[src/rtl/cc_mode_pkg.sv]
package cc_mode_pkg;

  // ----------------------------------------------------------------
  // register map (byte addresses, one word each)
  // ----------------------------------------------------------------
  localparam logic [3:0]  MODE_OFS          = 4'h0;
  localparam logic [3:0]  VALUE_OFS         = 4'h4;
  localparam logic [3:0]  STATUS_OFS        = 4'h8;
  localparam logic [3:0]  COUNT_OFS         = 4'hC;

  // ----------------------------------------------------------------
  // mode register fields
  // ----------------------------------------------------------------
  localparam int          FLAG_IRQ_EN_BIT   = 0;
  localparam int          PWM_EN_BIT        = 1;
  localparam int          TOGGLE_EN_BIT     = 2;
  localparam int          MATCH_EN_BIT      = 3;
  localparam int          FALL_CAP_EN_BIT   = 4;
  localparam int          RISE_CAP_EN_BIT   = 5;
  localparam int          COMP_EN_BIT       = 6;
  localparam int          PWM_WIDTH_SEL_BIT = 7;

  // status register fields
  localparam int          FLAG_BIT          = 0;

  // ----------------------------------------------------------------
  // reset values
  // ----------------------------------------------------------------
  localparam logic [7:0]  MODE_RST          = 8'h00;
  localparam logic [15:0] VALUE_RST         = 16'h0000;
  localparam logic [31:0] RDATA_RST         = 32'h0000_0000;

  // output waveform kinds, one-hot
  typedef enum logic [4:0] {
    WAVE_OFF    = 5'b00001,
    WAVE_TOGGLE = 5'b00010,
    WAVE_PWM8   = 5'b00100,
    WAVE_PWM16  = 5'b01000,
    WAVE_FREQ   = 5'b10000
  } wave_e;

endpackage : cc_mode_pkg

[src/rtl/pin_edge_sync.sv]
`timescale 1ns/100ps
`default_nettype none

// two-stage synchroniser for the module pin, then an edge detector
// that only ever looks at the second stage
module pin_edge_sync (
  input  wire logic ref_clk,   // system clock
  input  wire logic sys_rst,   // synchronous reset, active high
  input  wire logic pin_in,    // raw pin level
  output logic      rise,      // one-cycle rising-edge pulse
  output logic      fall       // one-cycle falling-edge pulse
);

  logic meta_ff;
  logic sync_ff;
  logic last_ff;
  logic nxt_meta;
  logic nxt_sync;
  logic nxt_last;

  // ----------------------------------------------------------------
  // synchroniser stages
  // ----------------------------------------------------------------
  always_comb begin
    nxt_meta = pin_in;
    nxt_sync = meta_ff;
    nxt_last = sync_ff;
  end

  always_ff @(posedge ref_clk) begin
    if (sys_rst) begin
      meta_ff <= 1'b0;
      sync_ff <= 1'b0;
      last_ff <= 1'b0;
    end else begin
      meta_ff <= nxt_meta;
      sync_ff <= nxt_sync;
      last_ff <= nxt_last;
    end
  end

  // edges are seen one to two cycles after the pin moves
  assign rise = sync_ff & ~last_ff;
  assign fall = ~sync_ff & last_ff;

endmodule : pin_edge_sync

`default_nettype wire

[src/rtl/cc_mode_unit.sv]
`timescale 1ns/100ps
`default_nettype none

module cc_mode_unit #(
  parameter int CNT_W = 16                       // array counter width
) (
  input  wire logic             ref_clk,         // system clock, 125 MHz
  input  wire logic             sys_rst,         // synchronous reset, active high
  input  wire logic [3:0]       wb_adr_i,        // byte address
  input  wire logic [31:0]      wb_dat_i,        // write data
  input  wire logic [3:0]       wb_sel_i,        // byte enables
  input  wire logic             wb_we_i,         // write strobe
  input  wire logic             wb_cyc_i,        // bus cycle
  input  wire logic             wb_stb_i,        // strobe
  output logic [31:0]           wb_dat_o,        // read data
  output logic                  wb_ack_o,        // acknowledge
  input  wire logic [CNT_W-1:0] array_count,     // shared array counter
  input  wire logic             module_pin_i,    // pin level in
  output logic                  module_pin_o,    // pin level out
  output logic                  module_pin_oe,   // pin driven when high
  output logic                  irq_req          // masked flag request
);
  import cc_mode_pkg::*;

  // ----------------------------------------------------------------
  // state
  // ----------------------------------------------------------------
  logic [7:0]       mode_ff,   nxt_mode;
  logic [CNT_W-1:0] value_ff,  nxt_value;
  logic             flag_ff,   nxt_flag;
  logic             pin_ff,    nxt_pin;
  logic             oe_ff,     nxt_oe;
  logic             irq_ff,    nxt_irq;
  logic             ack_ff,    nxt_ack;
  logic [31:0]      rdata_ff,  nxt_rdata;
  wave_e            wave_ff,   nxt_wave;

  logic             rise;
  logic             fall;
  logic             access;
  logic             wr;
  logic             comp_en;
  logic             cap_evt;
  logic             match16;
  logic             match8;
  logic             match;

  // decode shared by read and write paths
  function automatic logic hit(input logic [3:0] adr, input logic [3:0] ofs);
    hit = (adr[3:2] == ofs[3:2]);
  endfunction : hit

  // ----------------------------------------------------------------
  // pin synchroniser and edge detect
  // ----------------------------------------------------------------
  pin_edge_sync u_sync (
    .ref_clk (ref_clk),
    .sys_rst (sys_rst),
    .pin_in  (module_pin_i),
    .rise    (rise),
    .fall    (fall)
  );

  // ----------------------------------------------------------------
  // bus qualifiers and compare terms
  // ----------------------------------------------------------------
  // ack answers one cycle after the strobe and drops the cycle after
  assign access  = wb_cyc_i & wb_stb_i & ~ack_ff;
  // a write lands at the edge where the master samples ack, not one edge early,
  // so a request withdrawn before ack never changes a register
  assign wr      = wb_cyc_i & wb_stb_i & wb_we_i & ack_ff;
  assign comp_en = mode_ff[COMP_EN_BIT];
  assign cap_evt = (rise & mode_ff[RISE_CAP_EN_BIT]) | (fall & mode_ff[FALL_CAP_EN_BIT]);
  assign match16 = (array_count == value_ff);
  assign match8  = (array_count[7:0] == value_ff[7:0]);
  assign match   = comp_en & match16;

  // ----------------------------------------------------------------
  // waveform selection
  // ----------------------------------------------------------------
  always_comb begin
    nxt_wave = WAVE_OFF;
    if (comp_en) begin
      // toggle plus pwm means frequency output
      if (mode_ff[TOGGLE_EN_BIT] && mode_ff[PWM_EN_BIT]) begin
        nxt_wave = WAVE_FREQ;
      end else if (mode_ff[PWM_EN_BIT]) begin
        // width select only counts with pwm on
        nxt_wave = mode_ff[PWM_WIDTH_SEL_BIT] ? WAVE_PWM16 : WAVE_PWM8;
      end else if (mode_ff[TOGGLE_EN_BIT]) begin
        nxt_wave = WAVE_TOGGLE;
      end
    end
  end

  // ----------------------------------------------------------------
  // registers, value, flag and pin drive
  // ----------------------------------------------------------------
  always_comb begin
    nxt_mode  = mode_ff;
    nxt_value = value_ff;
    nxt_flag  = flag_ff;
    nxt_pin   = pin_ff;
    nxt_oe    = (wave_ff != WAVE_OFF);
    nxt_ack   = access;
    nxt_rdata = RDATA_RST;

    // software writes first, so hardware events below win
    if (wr && hit(wb_adr_i, MODE_OFS) && wb_sel_i[0]) begin
      nxt_mode = wb_dat_i[7:0];
    end
    if (wr && hit(wb_adr_i, VALUE_OFS)) begin
      if (wb_sel_i[0]) begin
        nxt_value[7:0] = wb_dat_i[7:0];
      end
      if (wb_sel_i[1]) begin
        nxt_value[CNT_W-1:8] = wb_dat_i[CNT_W-1:8];
      end
    end
    // flag clears by writing one, an event in the same cycle keeps it set
    if (wr && hit(wb_adr_i, STATUS_OFS) && wb_sel_i[0] && wb_dat_i[FLAG_BIT]) begin
      nxt_flag = 1'b0;
    end

    if (match && mode_ff[MATCH_EN_BIT]) begin
      nxt_flag = 1'b1;
    end
    // capture copies the counter and sets the flag
    if (cap_evt) begin
      nxt_value = array_count;
      nxt_flag  = 1'b1;
    end

    // pin waveform, frequency mode advances the low byte by the high byte
    case (wave_ff)
      WAVE_TOGGLE: begin
        if (match) begin
          nxt_pin = ~pin_ff;
        end
      end
      WAVE_PWM8: begin
        // low while below the 8-bit threshold
        nxt_pin = (array_count[7:0] >= value_ff[7:0]);
      end
      WAVE_PWM16: begin
        nxt_pin = (array_count >= value_ff);
      end
      WAVE_FREQ: begin
        // half period set by the high byte
        if (match8) begin
          nxt_pin        = ~pin_ff;
          nxt_value[7:0] = 8'(value_ff[7:0] + value_ff[15:8]);
        end
      end
      default: begin
        nxt_pin = pin_ff;
      end
    endcase

    // read mux, address bits 3:2 map all four words; bits outside each field read zero
    if (access && !wb_we_i) begin
      if (hit(wb_adr_i, MODE_OFS)) begin
        nxt_rdata[7:0] = mode_ff;
      end else if (hit(wb_adr_i, VALUE_OFS)) begin
        nxt_rdata[CNT_W-1:0] = value_ff;
      end else if (hit(wb_adr_i, STATUS_OFS)) begin
        nxt_rdata[FLAG_BIT] = flag_ff;
      end else if (hit(wb_adr_i, COUNT_OFS)) begin
        nxt_rdata[CNT_W-1:0] = array_count;
      end
    end

    nxt_irq = flag_ff & mode_ff[FLAG_IRQ_EN_BIT];
  end

  always_ff @(posedge ref_clk) begin
    if (sys_rst) begin
      mode_ff  <= MODE_RST;
      value_ff <= VALUE_RST;
      flag_ff  <= 1'b0;
      pin_ff   <= 1'b0;
      oe_ff    <= 1'b0;
      irq_ff   <= 1'b0;
      ack_ff   <= 1'b0;
      rdata_ff <= RDATA_RST;
      wave_ff  <= WAVE_OFF;
    end else begin
      mode_ff  <= nxt_mode;
      value_ff <= nxt_value;
      flag_ff  <= nxt_flag;
      pin_ff   <= nxt_pin;
      oe_ff    <= nxt_oe;
      irq_ff   <= nxt_irq;
      ack_ff   <= nxt_ack;
      rdata_ff <= nxt_rdata;
      wave_ff  <= nxt_wave;
    end
  end

  // ----------------------------------------------------------------
  // outputs straight from flip-flops
  // ----------------------------------------------------------------
  assign wb_dat_o      = rdata_ff;
  assign wb_ack_o      = ack_ff;
  assign module_pin_o  = pin_ff;
  assign module_pin_oe = oe_ff;
  assign irq_req       = irq_ff;

endmodule : cc_mode_unit

`default_nettype wire

[config.mk]
export PLATFORM = sky130hd
export DESIGN_NAME = cc_mode_unit
export DESIGN_NICKNAME = d
export VERILOG_FILES = /design/src/rtl/cc_mode_pkg.sv /design/src/rtl/pin_edge_sync.sv /design/src/rtl/cc_mode_unit.sv
export SDC_FILE = /design/constraint.sdc
export NUM_CORES = 1
export LEC_CHECK = 0
export BUFFER_PORTS_ARGS = -buffer_cell sky130_fd_sc_hd__buf_2
export CORE_UTILIZATION = 53
export CTS_BUF_LIST = sky130_fd_sc_hd__clkbuf_8
export DETAILED_ROUTE_END_ITERATION = 16
export PLACE_DENSITY = 0.82
export SLEW_MARGIN = 40
export SYNTH_ARGS = -nofsm -noshare
export SYNTH_HDL_FRONTEND = slang
export SYNTH_SLANG_ARGS = --single-unit
[constraint.sdc]
create_clock -name ref_clk -period 1.9 [get_ports ref_clk]
set_input_delay 0.095 -clock ref_clk [delete_from_list [all_inputs] [get_ports ref_clk]]
set_output_delay 0.095 -clock ref_clk [all_outputs]
set_load 0.02 [all_outputs]
==> reports/qor.csv <==
stage,metric,value,unit
power_and_ir_drop,total_power,2160,uW
global_routing,track_usage,0.250,
clocking,htree_levels,2,
yosys,avgSynthCellArea,8.75,um^2
finish,fin_area,3760,um^2
power_and_ir_drop,leakage,0.00162,uW
floorplanning,core,5610,um^2
placement,dp_slack,0.000880,ns
sta,hold_viol,0,
route,via_per_inst,5.73,
setup_path,worstPathArrival,2.08,ns
route,drc,0,
clocking,cts_root_buffer,clkbuf_8,
route,wirelength,7870,um
route,via_count,2920,
placement,port_buffers,61,
power_and_ir_drop,peakVddDrop,0.000300,V
flow_run,cap_violations,0,
placement,gp_congestion,0.869,
global_routing,grt_start_max_net_pins,25,
floorplanning,placementRows,27,
route,dr.pass1.iters,5,
clocking,cts_tree,done,
clocking,cts_buffers,5,
setup_path,crit_path_start,value_ff[2],
yosys,yosysSeqAreaShare,0.339,
sta,setup_violations,0,
placement,placed_area,3570,um^2
clocking,clock-sinks,53,
sta,rsz0062_at_grt,yes,
floorplanning,start_util,0.558,
finish,final_common_cell,buf_2,
power_and_ir_drop,power.density,575,nW/um^2
finish,syn2layout_area_growth,20.0,%
sta,clock_skew,0.0101,ns
yosys,synth.distinct_cells,54,
yosys,async_flop_share,0,
sta,fin_crit_sh,0.991,
finish,utilization,0.670,
sta,maxSlewHeadroom,0.613,
run_status,status,completed,
global_routing,antenna_found_initial,0,
setup_path,r2r-start,value_ff[2],
finish,mostFrequentLayoutCells,"buf_2, nor2_1, dfxtp_1",
floorplanning,die_y,78.9,um
sta,fmax,0.531,GHz
global_routing,grt_pass1_vias,2627,
global_routing,grt_pass1_wl,12300,um
yosys,synth_edf_count,0,
finish,antenna_cells,0,
setup_path,worst_setup_path_start_kind,flop,
placement,place_hpwl,5870,um
clocking,clockBufferDepth,2,
finish,drive_gt1_frac,0.265,
floorplanning,ios,98,
clocking,path_clk_slew,0.10,ns
yosys,yosys_register_bits,53,
setup_path,path_max_fanout,2,
setup_path,critPathKind,reg -> reg,
min_path,hold_start,wb_dat_i[3],
setup_path,cp.required,2.09,ns
route,ant_nets,0,
global_routing,overflow,0,
setup_path,endpoint_kind,flop,
finish,finalNetCount,523,
yosys,synthCells,358,
yosys,synth_area,3130,um^2
sta,slew_viol_final,0,
sta,tightest_slew,0.580,ns
sta,layout_min_cycle_time,1.88,ns
min_path,hold_class,in -> reg,
yosys,ys.flop_type,dfxtp_1,
floorplanning,die_w,78.9,um
route,wire_per_inst,15.4,um
route,drt_iter0_drc,145,
floorplanning,dieArea,6220,um^2
clocking,clk-insertion-delay-late,0.31,ns
sta,finalWorstSetupSlack,0.0174,ns
yosys,ys_warn_count,0,
## report_power, final
group | leakage, uW | internal (uW) | switching (uW)
registers | 0.000431 | 1120 | 3.01
logic | 0.00112 | 89.3 | 141
clock network | 0.0000626 | 425 | 385
total | 0.00162 | 1630 | 529
## cells in the mapped netlist (2+ instances only)
master,count,area share
a211oi_1,9,0.022
a21oi_1,10,0.016
a311o_1,7,0.022
a31oi_1,8,0.016
and3_1,3,0.0060
and4_1,5,0.014
and4b_1,2,0.0064
buf_1,3,0.0036
buf_2,6,0.0096
buf_4,18,0.043
clkbuf_1,4,0.0048
dfxtp_1,53,0.34
ha_1,23,0.092
inv_1,22,0.026
mux2i_1,31,0.099
nand2_1,19,0.023
nand2b_1,3,0.0060
nand3_1,2,0.0032
nand3b_1,2,0.0048
nand4_1,2,0.0040
nor2_1,51,0.061
nor2b_1,10,0.020
nor3_1,5,0.0080
o211ai_1,3,0.0072
o21a_1,5,0.012
o21ai_0,20,0.032
o31ai_1,2,0.0048
o41ai_1,2,0.0056
xnor2_1,2,0.0056
xor2_1,2,0.0056
## layout make-up
| class | instances | area (um^2) |
|---|---|---|
| clock buffers | 6 | 82.6 |
| flip-flops and latches | 53 | 1070 |
| well taps | 72 | 90.1 |
| clock inverters | 2 | 33.8 |
| inverters | 23 | 86.3 |
| repair buffers | 88 | 514 |
| fillers | 460 | 1850 |
| multi-input cells | 266 | 1880 |
## kinds of logic (layout without fill, tap and decap cells)
group | count (synthesis) | count (layout) | share of synthesized area
muxes | 32 | 32 | 0.106
buffers and inverters | 54 | 119 | 0.0887
and+or+nand+nor | 116 | 116 | 0.193
AOI/OAI and AO/OA | 74 | 74 | 0.163
xor gates and xnor gates | 4 | 4 | 0.0112
adders and majority gates | 24 | 24 | 0.0983
other | 1 | 16 | 0.00120
DFF | 53 | 53 | 0.339
## per-stage QoR
stage / instances / setup TNS, ns / hold slack [ns]
after global routing: 510 / -0.0690 / 0.0607
after floorplan: 373 / 0 / 0.223
final: 510 / 0 / 0.0368
after CTS: 508 / 0 / 0.0395
after detailed placement: 499 / 0 / 0.312
after global placement: 499 / 0 / 0.305
## worst max-delay path: stages, from the launching register on
cell and delay (ns):
dfxtp_1 0.34, inv_1 0.04, ha_1 0.28, buf_4 0.14
and3_1 0.17, a221o_1 0.32, a21oi_1 0.20, a2bb2oi_1 0.20
a211oi_1 0.09
## worst paths after layout
kind,depth (start not counted),end,slack [ns]
worst max register to register,8,module_pin_o,0.02
worst min register to register,1,u_sync.nxt_last,0.44
worst min-delay path,3,mode_ff[3],0.04
worst max-delay path,8,module_pin_o,0.02
## timing repair
item,CTS,global route
endpoints found under the hold margin,1,0
hold buffers,1,0
gates resized for setup,2,14
endpoints found under the setup margin,1,5
pin swaps,0,7
gates cloned,0,0
buffers inserted,0,2
## registers in the layout, summed over array words and instances, names as in the netlist
signal,count
value_ff,16
module_pin_o,1
wave_ff,5
irq_req,1
wb_ack_o,1
u_sync.last_ff,1
flag_ff,1
wb_dat_o,16
mode_ff,8
u_sync.nxt_last,1
module_pin_oe,1
u_sync.meta_ff,1
## per-layer routing
metal  track usage  vias to the layer above  wire, um  share of wire
met3        0.0368                       17       481          0.061
li1              -                     1400         -              -
met5             0                        -         0              0
met1         0.312                     1376      3310           0.42
met4        0.0873                        0       172          0.022
met2         0.439                      127      3900           0.50
No activity file was read; power rests on OpenSTA's default activity.
